<file path="src/core/mcdm_map.svh">
// Register offsets, field positions, reset values and timing steps
`ifndef MCDM_MAP_SVH
`define MCDM_MAP_SVH

// Byte offsets on the register bus
`define MCDM_OFS_PHASE_PRE  8'h00
`define MCDM_OFS_POLARITY   8'h04
`define MCDM_OFS_GROUP      8'h08
`define MCDM_OFS_CTRL_A     8'h0c
`define MCDM_OFS_CTRL_B     8'h10
`define MCDM_OFS_IRQ_MASK   8'h14
`define MCDM_OFS_STATUS     8'h18
`define MCDM_OFS_DEADTIME   8'h1c
`define MCDM_OFS_PHASE_ACT  8'h20

// Field positions
`define MCDM_CTRL_A_MOE     0
`define MCDM_CTRL_A_DAC     1
`define MCDM_CTRL_B_OS0     0
`define MCDM_CTRL_B_OS1     1
`define MCDM_CTRL_B_OS2     2
`define MCDM_MASK_EIM       0
`define MCDM_STAT_ESTOP     0
`define MCDM_STAT_PIN       1
`define MCDM_DT_DTE         6
`define MCDM_DT_PCN         7

// Reset values
`define MCDM_CHAN_RESET     6'h00
`define MCDM_DT_RESET       8'hff

// Reset state option codes of the output pins
`define MCDM_RST_HIZ        2'h0
`define MCDM_RST_LOW        2'h1
`define MCDM_RST_HIGH       2'h2

// Deadtime step in deadtime clock periods
`define MCDM_DT_STEP_FINE   9'h002
`define MCDM_DT_STEP_MID    9'h004
`define MCDM_DT_STEP_COARSE 9'h008
// Wide ranges continue where the range below ends, at seventeen steps
`define MCDM_DT_BASE_WIDE   9'h011

`endif

</file>
<file path="src/core/mcdm_pkg.sv">
// Types shared by the channel manager modules
package mcdm_pkg;
   typedef logic [5:0] mcdm_chan_t;
   typedef logic [8:0] mcdm_dly_t;
   typedef enum logic [1:0] {
      MCDM_WIN_DEMAG,
      MCDM_WIN_BEMF,
      MCDM_WIN_ZERO
   } mcdm_win_e;
endpackage

</file>
<file path="src/core/mcdm_deadtime.sv">
// Deadtime generator producing a complementary pair from one phase
`timescale 1ns/10ps
`include "mcdm_map.svh"
module mcdm_deadtime (
   // Clock and control
   input  wire logic       clk_i,
   input  wire logic       rst_i,
   input  wire logic       ce_i,
   // Setup and phase
   input  wire logic [5:0] dtg_i,
   input  wire logic       phase_i,
   // Complementary outputs
   output logic            a_o,
   output logic            b_o
);
   import mcdm_pkg::*;

   function automatic mcdm_dly_t dt_cycles(input logic [5:0] d);
      if (!d[5])
         return ({4'h0, d[4:0]} + 9'h001) * `MCDM_DT_STEP_FINE;
      else if (!d[4])
         return ({5'h00, d[3:0]} + `MCDM_DT_BASE_WIDE) * `MCDM_DT_STEP_MID;
      else
         return ({5'h00, d[3:0]} + `MCDM_DT_BASE_WIDE) *
                `MCDM_DT_STEP_COARSE;
   endfunction

   mcdm_dly_t dly;
   mcdm_dly_t cnt;
   logic      prev;
   logic      reached;

   assign dly     = dt_cycles(dtg_i);
   // A pulse shorter than the delay restarts the count and never shows
   assign reached = (cnt >= dly) && (phase_i == prev);
   assign a_o     = phase_i & reached;
   assign b_o     = ~phase_i & reached;

   always_ff @(posedge clk_i)
   begin
      if (rst_i)
      begin
         prev <= 1'b0;
         cnt  <= 9'h000;
      end
      else if (ce_i)
      begin
         prev <= phase_i;
         if (phase_i != prev)
            cnt <= 9'h001;
         else if (cnt < dly)
            cnt <= cnt + 9'h001;
      end
   end
endmodule

</file>
<file path="src/core/mcdm_sync.sv">
// Three-stage synchroniser that accepts a level once two stages agree
`timescale 1ns/10ps
module mcdm_sync #(
   parameter bit RESET_VAL = 1'b1
) (
   // Clock and control
   input  wire logic clk_i,
   input  wire logic rst_i,
   input  wire logic ce_i,
   // Level
   input  wire logic d_i,
   output logic      q_o
);
   logic s1;
   logic s2;
   logic s3;

   always_ff @(posedge clk_i)
   begin
      if (rst_i)
      begin
         s1  <= RESET_VAL;
         s2  <= RESET_VAL;
         s3  <= RESET_VAL;
         q_o <= RESET_VAL;
      end
      else if (ce_i)
      begin
         s1 <= d_i;
         s2 <= s1;
         s3 <= s2;
         if (s2 == s3)
            q_o <= s3;
      end
   end
endmodule

</file>
<file path="src/core/mcdm_top.sv">
// Motor channel manager with phase register, steering and deadtime
// Overview of operation
// Preload copied into phase on commutation.
// Off idles at inverse polarity, on at polarity.
// Direct access write triggers commutation immediately.
// Direct access uses lowest apply bit only.
// Master enable off forces reset state.
// Reset state option: float, low or high.
// Group bit 0 high, 1 low.
// Demag window uses preloaded top apply bit.
// Middle apply bit between demag end, zero.
// Lowest apply bit from zero to commutation.
// Emergency low forces reset state asynchronously.
// Emergency clears master enable, may raise interrupt.
// Emergency path works without clock.
// First deadtime output delays rising edge.
// Second output inverted, rising edge delayed.
// Pulses shorter than delay are suppressed.
// Deadtime step and count from code.
// One code shared, undivided deadtime clock.
// Deadtime code accepts only first write.
// Deadtime enable read-only while three-PWM set.
// Three-PWM without deadtime gives plain complements.
// Deadtime register resets to all ones.
// Software writes code before clearing three-PWM.
//
// The placing of the registers and the Wishbone register port are this design's own decisions.
`timescale 1ns/10ps
`include "mcdm_map.svh"
module mcdm_top (
   // Clock, reset and enable
   input  wire logic                clk_i,
   input  wire logic                rst_i,
   input  wire logic                ce_i,
   // Wishbone slave
   input  wire logic                cyc_i,
   input  wire logic                stb_i,
   input  wire logic                we_i,
   input  wire logic [7:0]          adr_i,
   input  wire logic [3:0]          sel_i,
   input  wire logic [31:0]         dat_i,
   output logic      [31:0]         dat_o,
   output logic                     ack_o,
   // Motor events, one-cycle pulses
   input  wire logic                comm_event_i,
   input  wire logic                demag_end_event_i,
   input  wire logic                zero_cross_event_i,
   // PWM phases
   input  wire logic                pwm_u_i,
   input  wire logic                pwm_v_i,
   input  wire logic                pwm_w_i,
   // Safety
   input  wire logic                emergency_stop_n_i,
   input  wire logic [1:0]          reset_state_opt_i,
   output logic                     emergency_irq_o,
   // Power stage
   output mcdm_pkg::mcdm_chan_t     motor_drive_outputs_o,
   output mcdm_pkg::mcdm_chan_t     motor_drive_oe_o
);
   import mcdm_pkg::*;

   function automatic logic hit(input logic [7:0] adr,
                                input logic [7:0] ofs);
      return adr == ofs;
   endfunction

   mcdm_chan_t  phase_state_preload_reg;
   mcdm_chan_t  polarity_register;
   mcdm_chan_t  group_assignment_reg;
   mcdm_chan_t  phase;
   mcdm_chan_t  drv_q;
   mcdm_chan_t  oe_q;
   mcdm_chan_t  next_drv;
   mcdm_chan_t  next_oe;
   logic        master_output_enable;
   logic        direct_access;
   logic [2:0]  pwm_apply;
   logic        pwm_apply_demag_phase;
   logic        emergency_irq_mask;
   logic        estop_flag;
   logic [5:0]  dtg;
   logic        deadtime_enable;
   logic        three_pwm_select;
   logic        dtg_locked;
   mcdm_win_e   win;
   logic        stop_lvl;
   logic        stop_prev;
   logic        stop_fall;
   logic        wb_req;
   logic        wr;
   logic        dac_write;
   logic        comm;
   logic        pwm_sel;
   logic        rst_level;
   logic        rst_oe;
   logic [2:0]  pwm_in;
   logic [2:0]  dt_a;
   logic [2:0]  dt_b;
   logic [31:0] next_rdata;

   assign wb_req    = cyc_i & stb_i & ~ack_o;
   assign wr        = wb_req & we_i & sel_i[0];
   assign dac_write = wr & hit(adr_i, `MCDM_OFS_PHASE_PRE) & direct_access;
   assign comm      = comm_event_i | dac_write;
   assign pwm_in    = {pwm_w_i, pwm_v_i, pwm_u_i};
   assign rst_level = (reset_state_opt_i == `MCDM_RST_HIGH);
   assign rst_oe    = (reset_state_opt_i != `MCDM_RST_HIZ);
   assign stop_fall = stop_prev & ~stop_lvl;

   // Register bus answer: one wait state, unmapped reads give zero
   always_ff @(posedge clk_i)
   begin
      if (rst_i)
         ack_o <= 1'b0;
      else if (ce_i)
         ack_o <= cyc_i & stb_i & ~ack_o;
   end

   always_comb
   begin
      next_rdata = 32'h0000_0000;
      if (hit(adr_i, `MCDM_OFS_PHASE_PRE))
         next_rdata[5:0] = phase_state_preload_reg;
      else if (hit(adr_i, `MCDM_OFS_POLARITY))
         next_rdata[5:0] = polarity_register;
      else if (hit(adr_i, `MCDM_OFS_GROUP))
         next_rdata[5:0] = group_assignment_reg;
      else if (hit(adr_i, `MCDM_OFS_CTRL_A))
         next_rdata[1:0] = {direct_access, master_output_enable};
      else if (hit(adr_i, `MCDM_OFS_CTRL_B))
         next_rdata[2:0] = pwm_apply;
      else if (hit(adr_i, `MCDM_OFS_IRQ_MASK))
         next_rdata[0] = emergency_irq_mask;
      else if (hit(adr_i, `MCDM_OFS_STATUS))
         next_rdata[3:0] = {2'(win), stop_lvl, estop_flag};
      else if (hit(adr_i, `MCDM_OFS_DEADTIME))
         next_rdata[7:0] = {three_pwm_select, deadtime_enable, dtg};
      else if (hit(adr_i, `MCDM_OFS_PHASE_ACT))
         next_rdata[5:0] = phase;
   end

   always_ff @(posedge clk_i)
   begin
      if (rst_i)
         dat_o <= 32'h0000_0000;
      else if (ce_i && wb_req)
         dat_o <= next_rdata;
   end

   // Plain channel configuration registers
   always_ff @(posedge clk_i)
   begin
      if (rst_i)
      begin
         phase_state_preload_reg <= `MCDM_CHAN_RESET;
         polarity_register       <= `MCDM_CHAN_RESET;
         group_assignment_reg    <= `MCDM_CHAN_RESET;
         direct_access           <= 1'b0;
         pwm_apply               <= 3'h0;
         emergency_irq_mask      <= 1'b0;
      end
      else if (ce_i && wr)
      begin
         if (hit(adr_i, `MCDM_OFS_PHASE_PRE))
            phase_state_preload_reg <= dat_i[5:0];
         else if (hit(adr_i, `MCDM_OFS_POLARITY))
            polarity_register <= dat_i[5:0];
         else if (hit(adr_i, `MCDM_OFS_GROUP))
            group_assignment_reg <= dat_i[5:0];
         else if (hit(adr_i, `MCDM_OFS_CTRL_A))
            direct_access <= dat_i[`MCDM_CTRL_A_DAC];
         else if (hit(adr_i, `MCDM_OFS_CTRL_B))
            pwm_apply <= dat_i[2:0];
         else if (hit(adr_i, `MCDM_OFS_IRQ_MASK))
            emergency_irq_mask <= dat_i[`MCDM_MASK_EIM];
      end
   end

   // Active phase register; a direct write wins over a coincident event
   always_ff @(posedge clk_i)
   begin
      if (rst_i)
      begin
         phase                 <= `MCDM_CHAN_RESET;
         pwm_apply_demag_phase <= 1'b0;
      end
      else if (ce_i && comm)
      begin
         phase <= dac_write ? dat_i[5:0]
                            : phase_state_preload_reg;
         pwm_apply_demag_phase <= pwm_apply[`MCDM_CTRL_B_OS2];
      end
   end

   // Commutation window tracking
   always_ff @(posedge clk_i)
   begin
      if (rst_i)
         win <= MCDM_WIN_ZERO;
      else if (ce_i)
      begin
         case (win)
            MCDM_WIN_DEMAG:
               if (comm)
                  win <= MCDM_WIN_DEMAG;
               else if (demag_end_event_i)
                  win <= MCDM_WIN_BEMF;
            MCDM_WIN_BEMF:
               if (comm)
                  win <= MCDM_WIN_DEMAG;
               else if (zero_cross_event_i)
                  win <= MCDM_WIN_ZERO;
            default:
               if (comm)
                  win <= MCDM_WIN_DEMAG;
         endcase
      end
   end

   always_comb
   begin
      pwm_sel = pwm_apply[`MCDM_CTRL_B_OS0];
      if (direct_access)
         pwm_sel = pwm_apply[`MCDM_CTRL_B_OS0];
      else
      begin
         case (win)
            MCDM_WIN_DEMAG:
               pwm_sel = pwm_apply_demag_phase;
            MCDM_WIN_BEMF:
               pwm_sel = pwm_apply[`MCDM_CTRL_B_OS1];
            default:
               pwm_sel = pwm_apply[`MCDM_CTRL_B_OS0];
         endcase
      end
   end

   // Emergency input, clocked view for register side effects
   mcdm_sync #(
      .RESET_VAL (1'b1)
   ) u_stop_sync (
      .clk_i     (clk_i),
      .rst_i     (rst_i),
      .ce_i      (ce_i),
      .d_i       (emergency_stop_n_i),
      .q_o       (stop_lvl)
   );

   always_ff @(posedge clk_i)
   begin
      if (rst_i)
         stop_prev <= 1'b1;
      else if (ce_i)
         stop_prev <= stop_lvl;
   end

   // Enable stays cleared for as long as the stop input is held low
   always_ff @(posedge clk_i)
   begin
      if (rst_i)
         master_output_enable <= 1'b0;
      else if (ce_i)
      begin
         if (!stop_lvl)
            master_output_enable <= 1'b0;
         else if (wr && hit(adr_i, `MCDM_OFS_CTRL_A))
            master_output_enable <= dat_i[`MCDM_CTRL_A_MOE];
      end
   end

   // Sticky stop flag, write one to clear; a new stop wins the clear
   always_ff @(posedge clk_i)
   begin
      if (rst_i)
         estop_flag <= 1'b0;
      else if (ce_i)
      begin
         if (stop_fall)
            estop_flag <= 1'b1;
         else if (wr && hit(adr_i, `MCDM_OFS_STATUS) &&
                  dat_i[`MCDM_STAT_ESTOP])
            estop_flag <= 1'b0;
      end
   end

   always_ff @(posedge clk_i)
   begin
      if (rst_i)
         emergency_irq_o <= 1'b0;
      else if (ce_i)
         emergency_irq_o <= estop_flag & emergency_irq_mask;
   end

   // Deadtime setup: the code locks on the first write after reset
   always_ff @(posedge clk_i)
   begin
      if (rst_i)
      begin
         dtg              <= 6'(`MCDM_DT_RESET);
         deadtime_enable  <= 1'b1;
         three_pwm_select <= 1'b1;
         dtg_locked       <= 1'b0;
      end
      else if (ce_i && wr && hit(adr_i, `MCDM_OFS_DEADTIME))
      begin
         if (!dtg_locked)
         begin
            dtg        <= dat_i[5:0];
            dtg_locked <= 1'b1;
         end
         three_pwm_select <= dat_i[`MCDM_DT_PCN];
         if (!three_pwm_select)
            deadtime_enable <= dat_i[`MCDM_DT_DTE];
      end
   end

   // One shared code, timed straight from the undivided clock
   for (genvar k = 0; k < 3; k++)
   begin : g_dt
      mcdm_deadtime u_dt (
         .clk_i   (clk_i),
         .rst_i   (rst_i),
         .ce_i    (ce_i),
         .dtg_i   (dtg),
         .phase_i (pwm_in[k]),
         .a_o     (dt_a[k]),
         .b_o     (dt_b[k])
      );
   end

   // Output level per channel before the emergency gate
   always_comb
   begin
      logic act;
      logic src;
      act      = 1'b0;
      src      = 1'b0;
      next_drv = `MCDM_CHAN_RESET;
      next_oe  = `MCDM_CHAN_RESET;
      for (int x = 0; x < 6; x++)
      begin
         if (three_pwm_select)
         begin
            if (deadtime_enable)
               src = x[0] ? dt_b[x/2] : dt_a[x/2];
            else
               src = x[0] ? ~pwm_in[x/2] : pwm_in[x/2];
         end
         else if (group_assignment_reg[x] == pwm_sel)
            src = pwm_u_i;
         else
            src = 1'b1;
         act = phase[x] & src;
         if (master_output_enable)
         begin
            next_drv[x] = act ? polarity_register[x]
                              : ~polarity_register[x];
            next_oe[x]  = 1'b1;
         end
         else
         begin
            next_drv[x] = rst_level;
            next_oe[x]  = rst_oe;
         end
      end
   end

   always_ff @(posedge clk_i)
   begin
      if (rst_i)
      begin
         drv_q <= `MCDM_CHAN_RESET;
         oe_q  <= `MCDM_CHAN_RESET;
      end
      else if (ce_i)
      begin
         drv_q <= next_drv;
         oe_q  <= next_oe;
      end
   end

   // Gate needs no clock so a stop works with the oscillator halted
   assign motor_drive_outputs_o = emergency_stop_n_i ? drv_q
                                  : {6{rst_level}};
   assign motor_drive_oe_o      = emergency_stop_n_i ? oe_q
                                  : {6{rst_oe}};
endmodule

</file>
<file path="config.mk">
export PLATFORM = sky130hd
export DESIGN_NAME = mcdm_top
export DESIGN_NICKNAME = d
export VERILOG_FILES = /design/src/core/mcdm_pkg.sv /design/src/core/mcdm_deadtime.sv /design/src/core/mcdm_sync.sv /design/src/core/mcdm_top.sv
export VERILOG_INCLUDE_DIRS = /design/src /design/src/core
export SDC_FILE = /design/constraint.sdc
export NUM_CORES = 1
export LEC_CHECK = 0
export BUFFER_PORTS_ARGS = -buffer_cell sky130_fd_sc_hd__buf_4
export CORE_MARGIN = 3
export CORE_UTILIZATION = 51
export CTS_CLUSTER_SIZE = 8
export DETAILED_ROUTE_END_ITERATION = 10
export GPL_TIMING_DRIVEN = 0
export PLACE_DENSITY = 0.73
export SLEW_MARGIN = 25
export SYNTH_ARGS = -nofsm -noshare
export SYNTH_HDL_FRONTEND = slang
export SYNTH_HIERARCHICAL = 1
export SYNTH_SLANG_ARGS = --single-unit
</file>
<file path="constraint.sdc">
create_clock -name clk_i -period 4.2 [get_ports clk_i]
set_input_delay 0.21 -clock clk_i [delete_from_list [all_inputs] [get_ports clk_i]]
set_output_delay 0.21 -clock clk_i [all_outputs]
set_load 0.005 [all_outputs]
</file>
# Yosys cells after proc, flatten, opt, wreduce, memory -nomap -nowiden
# Cells that the tools add are included.
# totals
register_bits	95
in_bits	59
out_inout_bits	46
word_cells	224
# classes
n_addsub	5
magnitude_cmp	6
n_eq_ne	26
muxes	84
n_bitwise	39
reduce_logical	33
# op_table
cell	n
two-way mux 6 bit	16
two-way mux 9 bit	8
two-way mux 1 bit	37
== test 8 x 5 -> 1 bit, second input constant	4
two-way mux 4 bit	8
adder 9 x 1 -> 9 bit, second input constant	3
greater-or-equal comparator 9 bit	3
< comparator 9 bit	3
AND 1 bit	20
two-way mux 2 bit	10
NOT 1 bit	18
AND reduction 2 bit	9
== test 8 x 4 -> 1 bit, second input constant	2
== test 1 bit	10
logical AND 1 bit	10
nonzero test 2 bit	5
== test 8 x 3 -> 1 bit, second input constant	1
== test 8 x 6 -> 1 bit, second input constant	1
zero test 8 bit	1
AND reduction 4 bit	2
two-way mux 7 bit	1
AND reduction 7 bit	1
adder 4 x 5 -> 6 bit, second input constant	1
adder 5 x 1 -> 6 bit, second input constant	1
other kinds (15)	18

# Longest topological paths before layout
# Gate-level depths: netlist (run 1).
# depth
word_depth	23
ltp_mapped	16
depth_no_buf	16

# Modules after synthesis
# Netlist (run 1), hierarchy kept.
# modules_own_cells
mod	n_inst	cells_each	area_per_inst_um2	seq_area_each_um2
mcdm_top	1	444	3627.2	1221.2
mcdm_deadtime at g_dt[0].u_dt ...	2	144	1043.5	200.2
mcdm_deadtime at g_dt[2].u_dt	1	139	1036.0	200.2
mcdm_sync	1	15	147.6	80.1

# Worst setup path after synthesis (run 1)
# Ideal clock, no wire load.
# synth_timing
kind	register -> register
start	register dtg[0]
end	register drv_q[1]
setup_time_ns	0.062
arrival_ns	3.002
required_ns	4.138
path_slack_ns	1.136
path_stages_with_launch	16
path_buffers	1
synth_period_minus_slack_ns	3.064
cell_sequence	dfxtp_1 ha_1 inv_1 a22o_1 a221oi_1 ha_1 a21oi_1 o21ai_1 clkbuf_1 nor2_1 a21oi_1 nand2_1 o211ai_1 nand2_1 or3_1 nand3_1
# synth_between
elab_chain_cells	11
elab_cells_between_ends	12
classes_between	add/sub (2); order compare (1); mux (6); bitwise (2); reduce/logical (1)
# synth_rtl
element	line_no	source
from (decl)	mcdm_top.sv:81	logic [5:0] dtg;
from (signal assigned)	mcdm_top.sv:299	dtg <= 6'(`MCDM_DT_RESET);
from (signal assigned)	mcdm_top.sv:308	dtg <= dat_i[5:0];
adder 4 x 5 -> 6 bit (no line)	--	
two-way mux 9 bit	mcdm_deadtime.sv:21	else if (!d[4])
two-way mux 9 bit *	mcdm_deadtime.sv:19	if (!d[5])
greater-or-equal comparator 9 bit *	mcdm_deadtime.sv:35	assign reached = (cnt >= dly) && (phase_i == prev);
logical AND 1 bit *	mcdm_deadtime.sv:35	
AND 1 bit *	mcdm_deadtime.sv:37	assign b_o = ~phase_i & reached;
named net dt_b[0]	mcdm_top.sv:98	logic [2:0] dt_b;
two-way mux 1 bit *	mcdm_top.sv:344	if (deadtime_enable)
two-way mux 1 bit *	mcdm_top.sv:342	if (three_pwm_select)
AND 1 bit *	mcdm_top.sv:353	act = phase[x] & src;
two-way mux 1 bit *	mcdm_top.sv:356	next_drv[x] = act ? polarity_register[x]
two-way mux 1 bit *	mcdm_top.sv:354	if (master_output_enable)
to (signal assigned)	mcdm_top.sv:372	drv_q <= `MCDM_CHAN_RESET;
to (signal assigned)	mcdm_top.sv:377	drv_q <= next_drv;
to (decl)	mcdm_top.sv:71	mcdm_chan_t drv_q;
# The timed path passes the listed nets; every way through them passes the cells marked *.
# A chain may end at the register's enable or synchronous reset.

# Worst setup path in the final report (run 1)
# layout_timing
start	register dtg[5]
end	register drv_q[3]
# layout_between
elab_chain_cells	9
# layout_rtl
element	line_no
two-way mux 9 bit	mcdm_deadtime.sv:19
greater-or-equal comparator 9 bit	mcdm_deadtime.sv:35
logical AND 1 bit	mcdm_deadtime.sv:35
AND 1 bit	mcdm_deadtime.sv:37
named net dt_b[1]	mcdm_top.sv:98
two-way mux 1 bit	mcdm_top.sv:344
two-way mux 1 bit	mcdm_top.sv:342
AND 1 bit	mcdm_top.sv:353
two-way mux 1 bit	mcdm_top.sv:356
two-way mux 1 bit	mcdm_top.sv:354
# The timed path passes the listed nets, and every way through them passes these cells.

==> results of run 1 <==
==> timing repair <==
action / 4_1_cts / 5_1_grt
gates resized for setup: 0 / 4
setup endpoints to repair: 0 / 2
hold endpoints to repair: 0 / 0
==> worst register-to-register path, stage by stage (launching register included) <==
cell,delay [ps]
dfxtp_1,560
clkbuf_1,290
clkbuf_1,380
a22o_1,210
a22oi_1,60
ha_1,320
a21oi_1,80
o21ai_1,340
clkbuf_1,380
nor2_1,110
a21oi_1,150
nand2_1,70
o211ai_1,150
nand2_1,160
or3_1,390
nand3_1,90
==> cells by family after synthesis <==
group / synth area share
flops: 0.276
mux: 0.0805
buf+inv: 0.0833
xor+xnor: 0.0114
fa+ha+maj: 0.0544
compound gates: 0.239
simple gates: 0.255
other cells: 0.000544
==> final timing paths <==
path,startpoint,endpoint,depth (start not counted),slack [ps]
max,dtg[5]$_SDFFE_PP1P_,drv_q[3]$_SDFFE_PP0P_,15,400
min,dat_i[7],three_pwm_select$_SDFFE_PP1P_,2,70
max reg2reg,dtg[5]$_SDFFE_PP1P_,drv_q[3]$_SDFFE_PP0P_,15,400
min reg2reg,u_stop_sync/s1$_SDFFE_PP1P_,u_stop_sync/s2$_SDFFE_PP1P_,1,470
==> power by group through the flow <==
| stage | logic, mW | clock network, mW | registers [mW] |
|---|---|---|---|
| after global routing | 0.273 | 0.866 | 0.941 |
| after CTS | 0.245 | 0.839 | 0.939 |
| after floorplan | 0.152 | 0 | 0.954 |
| final | 0.248 | 0.821 | 0.939 |
| after global placement | 0.243 | 0 | 0.959 |
| after detailed placement | 0.244 | 0 | 0.959 |
==> routing by layer <==
| layer | share of wire | vias up | wire length (um) |
|---|---|---|---|
| li1 | - | 3362 | - |
| met1 | 0.45 | 3123 | 8500 |
| met2 | 0.46 | 255 | 8650 |
| met3 | 0.070 | 39 | 1330 |
| met4 | 0.025 | 0 | 477 |
| met5 | 0 | - | 0 |
==> area by class of cell <==
cell class              instances  area [um2]
flip-flops and latches         95        1900
clock buffers                  10         229
fillers                      1246        5070
multi-input cells             696        4510
clock inverters                 5        58.8
inverters                      38         143
plain buffers                  80         433
well taps                     172         215
repair buffers                 49         368
==> placed cells by master (no fill, tap or decap), types with 9 or more instances in the layout <==
master      n
a31oi_1    16
inv_1      38
o211ai_1   19
ha_1       30
nor3_1     17
clkbuf_16   9
a21oi_1    44
mux2i_1    51
nor2_1     88
o311ai_0   11
or4_1      12
o21a_1      9
nand2b_1   26
a21o_1     12
a211o_1     9
or3_1      18
o21ai_0    32
nand2_1    84
nor2b_1    14
conb_1     24
dfxtp_1    93
clkbuf_1   47
nand3_1    49
buf_4      78
==> results.txt, run 1 <==
Row count: 41
Yosys reg bits: 95
Clk buf depth: 2
Port Buffers: 49
Switch Pwr: 523 uW
Area delta synth->final: 13.9%
Post-layout min period: 3800 ps
Synth top area share: 0.276
Peak supply drop: 0.241 mV
Post-Route Setup TNS: 0 ps
GRT overflow: 0
Gate power share: 0.124
Final-report max-slew violation count: 0
Net Sw Frac: 0.260
Crit path largest cell delay: 560 ps
# IOs: 105
Final Worst Setup Slack: 400 ps
Power per standard cell area: 256 nW/um2
GRT met2 Usage: 0.406
Post-DP HPWL: 14.0 mm
Die height: 122 um
P_leak: 3.14 nW
Top reg by flops: g_dt.u_dt/cnt
Aggregate routed wire length: 19.0 mm
Max_slew headroom: 0.320
Post-synth EDFFs: 0
CTS tree: built
Pwr Total: 2.01 mW
Final GP Congestion: 1.02
Residual DRC: 0
Biggest regs: g_dt.u_dt/cnt x27, dat_o x8
CTS buffer count: 9
CP Capture Type: flop
Final Hold Viols: 0
Grt met1 use: 0.347
Initial antenna violation count: 0
Core region area: 12,900 um2
Internal power: 1.49 mW
Post-DP Area: 7570 um2
Max reg flops: 27
Seq/Total Area, Yosys: 0.276
Achievable Freq: 263 MHz
Synth Instances: 886
Layout Nets: 1,058
Synth Flop Type: dfxtp_1
Avg Inst Size Synth: 7.79 um2
RSZ-0062 raised after global routing: no
Syn. warnings: 6
Hold_ws: 71.5 ps
Clock skew: 8.46 ps
Data required time of the critical path: 4490 ps
Setup violators final: 0
Gr usage total: 0.256
Placed cells: 1,130
TritonRoute pass-1 iters: 5
Finished Cell Area: 7860 um2
Hold_buf cts: 0
Die Span X: 122 um
Max Fanout on Critical Path: 10
CTS sink count: 95
Number of post-CTS setup repair buffers: 0
Max H-tree Level: 3
Later-pin clock latency in the skew report: 350 ps
Cell area after synthesis: 6900 um2
Vias in the first global route: 6,146
Synth cell count leaders: dfxtp_1, nor2_1, nand2_1
Post-layout util: 0.608
Grt met3 use: 0.0433
Worst path arrival time: 4090 ps
Average wire per standard cell: 16.6 um
Seq pwr share: 0.468
Critical path type: flop to flop
Vias: 6,779
Crit path buffers/inverters: 3
Worst path top cell family by delay: buffers and inverters
Netlist cell types: 71
Count leader, synth: dfxtp_1
CP startpoint kind: flop
Tightest Pin Transition: 1000 ps
Slowest cell on the critical path: dfxtp_1
Global-route wire length before repair: 30.7 mm
Largest net degree at the start of global routing: 24
Tcrit/Tclk final: 0.905
Detail Route Antenna Nets: 0
CTS root buf: clkbuf_16
Die Area: 15,000 um2
GR peak layer: met2
Share of layout cells above drive strength 1: 0.131
Max-cap violations: 0
Vias per cell: 5.92
Clock power frac: 0.409
Post-synth ARST share: 0
Setup slack at placement: 344 ps
Critical path, cell by cell: clkbuf_1, clkbuf_1, a22o_1, a22oi_1, ha_1, a21oi_1, o21ai_1, clkbuf_1, nor2_1, a21oi_1, nand2_1, o211ai_1, nand2_1, or3_1, nand3_1
Worst Hold Class: input port to flop
Most used cell, CP: clkbuf_1
Post-synth top area cell: dfxtp_1
Worst-path clk slew: 70 ps
Fin cells: 1,145
Synth area leaders: dfxtp_1, mux2i_1, ha_1
N_diodes: 0
First DRT Iteration DRCs: 525
Status: completed
Starting Density: 0.534
(Power assumes the default switching activity.)
==> run 2: changes to the inputs <==
--- a/config.mk
+++ b/config.mk
@@ -13,6 +13,7 @@
 export DETAILED_ROUTE_END_ITERATION = 10
 export GPL_TIMING_DRIVEN = 0
 export PLACE_DENSITY = 0.73
+export REMOVE_ABC_BUFFERS = 1
 export SLEW_MARGIN = 25
 export SYNTH_ARGS = -nofsm -noshare
 export SYNTH_HDL_FRONTEND = slang
==> run 2 against run 1 <==
Clock skew barely moved. Global-route usage fell by 4.0 points. Worst setup slack improved by 9.0 ps. Cell count fell by 6.4%. Die area did not move.
==> results.txt, run 2 (synthesis results as in run 1) <==
Vias: 6,430
Row count: 41
Peak supply drop: 0.204 mV
R2r setup slk: 410 ps
# IOs: 105
Worst-path clk slew: 70 ps
Core region area: 12,900 um2
Max-cap violations: 0
Die height: 122 um
P_leak: 2.95 nW
Top reg by flops: g_dt.u_dt/cnt
CTS tree: built
GRT overflow: 0
N_diodes: 0
TritonRoute pass-1 iters: 7
Worst path arrival time: 4090 ps
Final-report max-slew violation count: 0
Vias per cell: 6.00
Max H-tree Level: 3
Finished Cell Area: 7530 um2
Max Fanout on Critical Path: 20
Power per standard cell area: 264 nW/um2
Setup violators final: 0
Final GP Congestion: 0.822
Die Span X: 122 um
Hold_buf cts: 0
Number of post-CTS setup repair buffers: 0
Most common cell after layout, fill and taps aside: dfxtp_1
Tcrit/Tclk final: 0.903
CP startpoint kind: flop
Pwr Total: 1.99 mW
First DRT Iteration DRCs: 472
Global-route wire length before repair: 26.4 mm
Share of layout cells above drive strength 1: 0.118
CTS root buf: clkbuf_16
Die Area: 15,000 um2
Status: completed
CTS sink count: 95
CTS buffer count: 9
Final Hold Viols: 0
Achievable Freq: 264 MHz
Aggregate routed wire length: 16.7 mm
Later-pin clock latency in the skew report: 350 ps
Clk buf depth: 2
Gr usage total: 0.216
Largest net degree at the start of global routing: 100
Post-layout min period: 3790 ps
Area delta synth->final: 9.18%
Port Buffers: 53
CP Capture Type: flop
Detail Route Antenna Nets: 0
RSZ-0062 raised after global routing: no
Post-layout util: 0.583
Average wire per standard cell: 15.6 um
Post-DP Area: 7220 um2
Tightest Pin Transition: 1010 ps
Starting Density: 0.534
Placed cells: 1,056
Most frequent cells in the layout: dfxtp_1, nor2_1, nand2_1
Initial antenna violation count: 0
Max reg flops: 27
Post-DP HPWL: 11.5 mm
Fin cells: 1,072
Worst Hold Class: input port to flop
Resize count post-CTS: 0
Post-Route Setup TNS: 0 ps
Critical path type: flop to flop
Data required time of the critical path: 4490 ps
Clock skew: 8.68 ps
Residual DRC: 0
Layout Nets: 984
Max_slew headroom: 0.319
Biggest regs: g_dt.u_dt/cnt x27, dat_o x8
Vias in the first global route: 5,414
==> run 2: cell types whose count changed in the layout (fill, tap and decap cells not counted), moves of 2 or more <==
cell and delta:
buf_4 -26, clkbuf_1 -46, buf_6 -2, o21ai_1 -2, o21ai_2 +2, a21oi_2 +2, a21oi_1 -2
==> run 2: stage by stage <==
step	setup WS [ps]	hold WS, ps
2_1_floorplan	696	276
3_3_place_gp	-9.86	418
3_5_place_dp	282	416
4_1_cts	288	41.4
5_1_grt	60.3	51.7
6_report	409	51.9
==> run 2: where the power goes <==
part / internal [mW] / leakage, nW / switching, mW
Clock: 0.465 / 0.139 / 0.373
Sequential: 0.920 / 0.770 / 0.0177
Combinational: 0.0822 / 2.04 / 0.129
Total: 1.47 / 2.95 / 0.520
==> run 2: area by class of cell <==
cell class	instances	area [um2]
Clock buffer	10	229
Tap cell	172	215
Inverter	38	143
Clock inverter	6	67.6
Sequential cell	95	1900
Multi-Input combinational cell	696	4540
Fill cell	1187	5400
Timing Repair Buffer	55	434
==> run 2: layer usage <==
metal,GRT usage,wire length (um)
met5,0,0
met2,0.347,7740
met1,0.297,7890
met3,0.0410,899
met4,0.0602,191
==> run 2: critical path, cell delays in order, from the launching register on <==
cell       delay [ps]
dfxtp_1           830
nand3_1           290
o21ai_0           240
a22o_1            150
a22oi_1            70
ha_1              360
a21oi_2            80
o21ai_0           340
nor2_1            110
a2111oi_0         480
nand2_1           100
o211ai_1          120
nand2_1           100
or3_1             370
nand3_1            80
==> run 2: path summary, 6_finish.rpt <==
kind	start	end	cells after the start
worst min-delay path	dat_i[7]	three_pwm_select$_SDFFE_PP1P_	2
worst max-delay path	dtg[0]$_SDFFE_PP1P_	drv_q[5]$_SDFFE_PP0P_	14
worst max register to register	dtg[0]$_SDFFE_PP1P_	drv_q[5]$_SDFFE_PP0P_	14
worst min register to register	dat_o[7]$_SDFFE_PP0P_	dat_o[7]$_SDFFE_PP0P_	2
==> run 3: changes to the inputs <==
--- a/config.mk
+++ b/config.mk
@@ -6,6 +6,7 @@
 export SDC_FILE = /design/constraint.sdc
 export NUM_CORES = 1
 export LEC_CHECK = 0
+export ABC_AREA = 1
 export BUFFER_PORTS_ARGS = -buffer_cell sky130_fd_sc_hd__buf_4
 export CORE_MARGIN = 3
 export CORE_UTILIZATION = 51
==> run 3 against run 2 <==
Routed wire length decreased by 6.9%. Cell count increased by 12%. Count of clock-buffer cells in the layout decreased by 1. Critical path type unchanged. Largest power group unchanged.
==> results.txt, run 3 <==
Status: completed
Max-cap violations: 0
Worst path arrival time: 3640 ps
Post-synth EDFFs: 0
GRT met2 Usage: 0.358
Starting Density: 0.532
Initial antenna violation count: 0
Simple-Gate Fraction of Synth Area: 0.317
GR peak layer: met2
Grt met1 use: 0.299
Aggregate routed wire length: 15.6 mm
Tightest Pin Transition: 919 ps
Later-pin clock latency in the skew report: 360 ps
Largest net degree at the start of global routing: 75
Worst Hold Class: input port to flop
# IOs: 105
Final GP Congestion: 0.863
Avg Inst Size Synth: 6.54 um2
Tcrit/Tclk final: 0.798
Global-route wire length before repair: 26.2 mm
Worst flop-to-flop path startpoint: dtg[4]$_SDFFE_PP1P_
Yosys reg bits: 95
Max_slew headroom: 0.386
CP Capture Type: flop
Vias: 6,321
Largest family of logic cells by synthesized area: simple AND/OR/NAND/NOR gates
Data required time of the critical path: 4490 ps
Clk buf depth: 2
Hold Crit Start: dat_i[7]
Biggest regs: g_dt.u_dt/cnt x27, dat_o x8
Synth area leaders: dfxtp_1, nand2_1, nand3_1
RSZ-0062 raised after global routing: no
Mux contribution to synthesized area: 0.00307
Max H-tree Level: 3
Syn. warnings: 6
Critical path type: flop to flop
Number of post-CTS setup repair buffers: 0
Netlist cell types: 44
CTS root buf: clkbuf_16
P_leak: 3.43 nW
Average wire per standard cell: 13.0 um
R2r setup slk: 850 ps
Die height: 119 um
Top reg by flops: g_dt.u_dt/cnt
Row count: 40
Layout Nets: 1,113
Post-DP HPWL: 11.3 mm
Count leader, synth: nand2_1
CP startpoint kind: flop
CTS sink count: 95
Power per standard cell area: 295 nW/um2
Final-report max-slew violation count: 0
Synth Flop Type: dfxtp_1
Compound-Gate Fraction of Synth Area: 0.179
CTS buffer count: 9
Synth Instances: 997
Share of layout cells above drive strength 1: 0.101
Hold depth: 3
Max reg flops: 27
Hold_buf cts: 0
Area delta synth->final: 9.09%
Launch point of the worst path: dtg[4]$_SDFFE_PP1P_
Synth top area share: 0.291
Final Hold Viols: 0
Post-Synth XOR/XNOR Area: 0.0196
Worst-path clk slew: 70 ps
R2r worst-path depth: 17
Post-synth ARST share: 0
Post-layout min period: 3350 ps
Peak supply drop: 0.350 mV
Cell area after synthesis: 6530 um2
Achievable Freq: 298 MHz
CTS tree: built
Residual DRC: 0
Die Area: 14,200 um2
Post-Route Setup TNS: 0 ps
Die Span X: 119 um
TritonRoute pass-1 iters: 5
Gr usage total: 0.222
Fin cells: 1,197
Core region area: 12,300 um2
Clock skew: 9.33 ps
Port Buffers: 53
Post-synth top area cell: dfxtp_1
Most common cell after layout, fill and taps aside: nand2_1
Resize count post-CTS: 0
Setup violators final: 0
Detail Route Antenna Nets: 0
N_diodes: 0
Grt met3 use: 0.0437
Placed cells: 1,181
Vias per cell: 5.28
Vias in the first global route: 5,478
First DRT Iteration DRCs: 375
Most frequent cells in the layout: nand2_1, inv_1, nand3_1
GRT overflow: 0
Synth cell count leaders: nand2_1, inv_1, nand3_1
Seq/Total Area, Yosys: 0.291
Max Fanout on Critical Path: 30
Synth Area in Adders: 0.0575
[run 3: changes by cell type after synthesis, moves of 38 or more]
| cell | previous run | this run |
|---|---|---|
| a21oi_1 | 44 | 92 |
| inv_1 | 38 | 110 |
| mux2i_1 | 51 | 2 |
| nand2_1 | 84 | 227 |
| nand3_1 | 49 | 108 |
| o21ai_0 | 32 | 70 |
[run 3: layout make-up]
| cell class | count | area, um2 |
|---|---|---|
| well taps | 168 | 210 |
| inverters | 117 | 439 |
| flip-flops and latches | 95 | 1900 |
| clock buffers | 9 | 225 |
| multi-input cells | 748 | 3850 |
| clock inverters | 7 | 88.8 |
| fillers | 1240 | 5140 |
| repair buffers | 53 | 398 |
[run 3: critical path, cell delays in order (launching register included)]
cell and delay, ps:
dfxtp_1 920, inv_1 240, nor4_1 340, a31oi_1 80
ha_1 330, a21oi_1 160, nor2_1 50, nor2_1 90
nand2_1 110, o21ai_0 290, nor2_1 80, nand2_1 80
nand2_1 70, nand2_1 60, inv_1 50, nand3_1 70
nand3_1 110, a21oi_1 140
[run 3: path summary, 6_finish.rpt]
| path | to |
|---|---|
| worst max-delay path | drv_q[4]$_SDFFE_PP0P_ |
| worst min-delay path | three_pwm_select$_SDFFE_PP1P_ |
| worst max register to register | drv_q[4]$_SDFFE_PP0P_ |
| worst min register to register | u_stop_sync/s1$_SDFFE_PP1P_ |
[run 3: layer usage]
layer | vias up | wire, um
li1 | 3301 | -
met1 | 2860 | 7460
met2 | 148 | 7190
met3 | 12 | 762
met4 | 0 | 170
met5 | - | 0
[run 3: power breakdown]
group / internal [mW] / switching (mW)
sequential: 0.930 / 0.0312
combinational: 0.103 / 0.170
clock: 0.473 / 0.393
[run 3: cell families (layout without fill, tap and decap cells)]
family          Yosys count  count (layout)
simple gates            471             471
flops                    95              95
xor+xnor                 12              12
fa+ha+maj                30              30
buf+inv                 177             186
mux                       2               2
compound gates          209             209
other cells               1              24
[run 3: metrics by stage]
stage          hold WS, ps  power [mW]  utilization  worst slack (ps)  area, um2
2_1_floorplan          279        1.14            -              1480       6190
3_3_place_gp           428        1.25        0.555               882       6800
3_5_place_dp           445        1.25        0.555               870       6800
4_1_cts               68.1        2.13        0.580               856       7120
5_1_grt               80.5        2.20        0.581               448       7120
6_report              84.3        2.10        0.581               850       7120
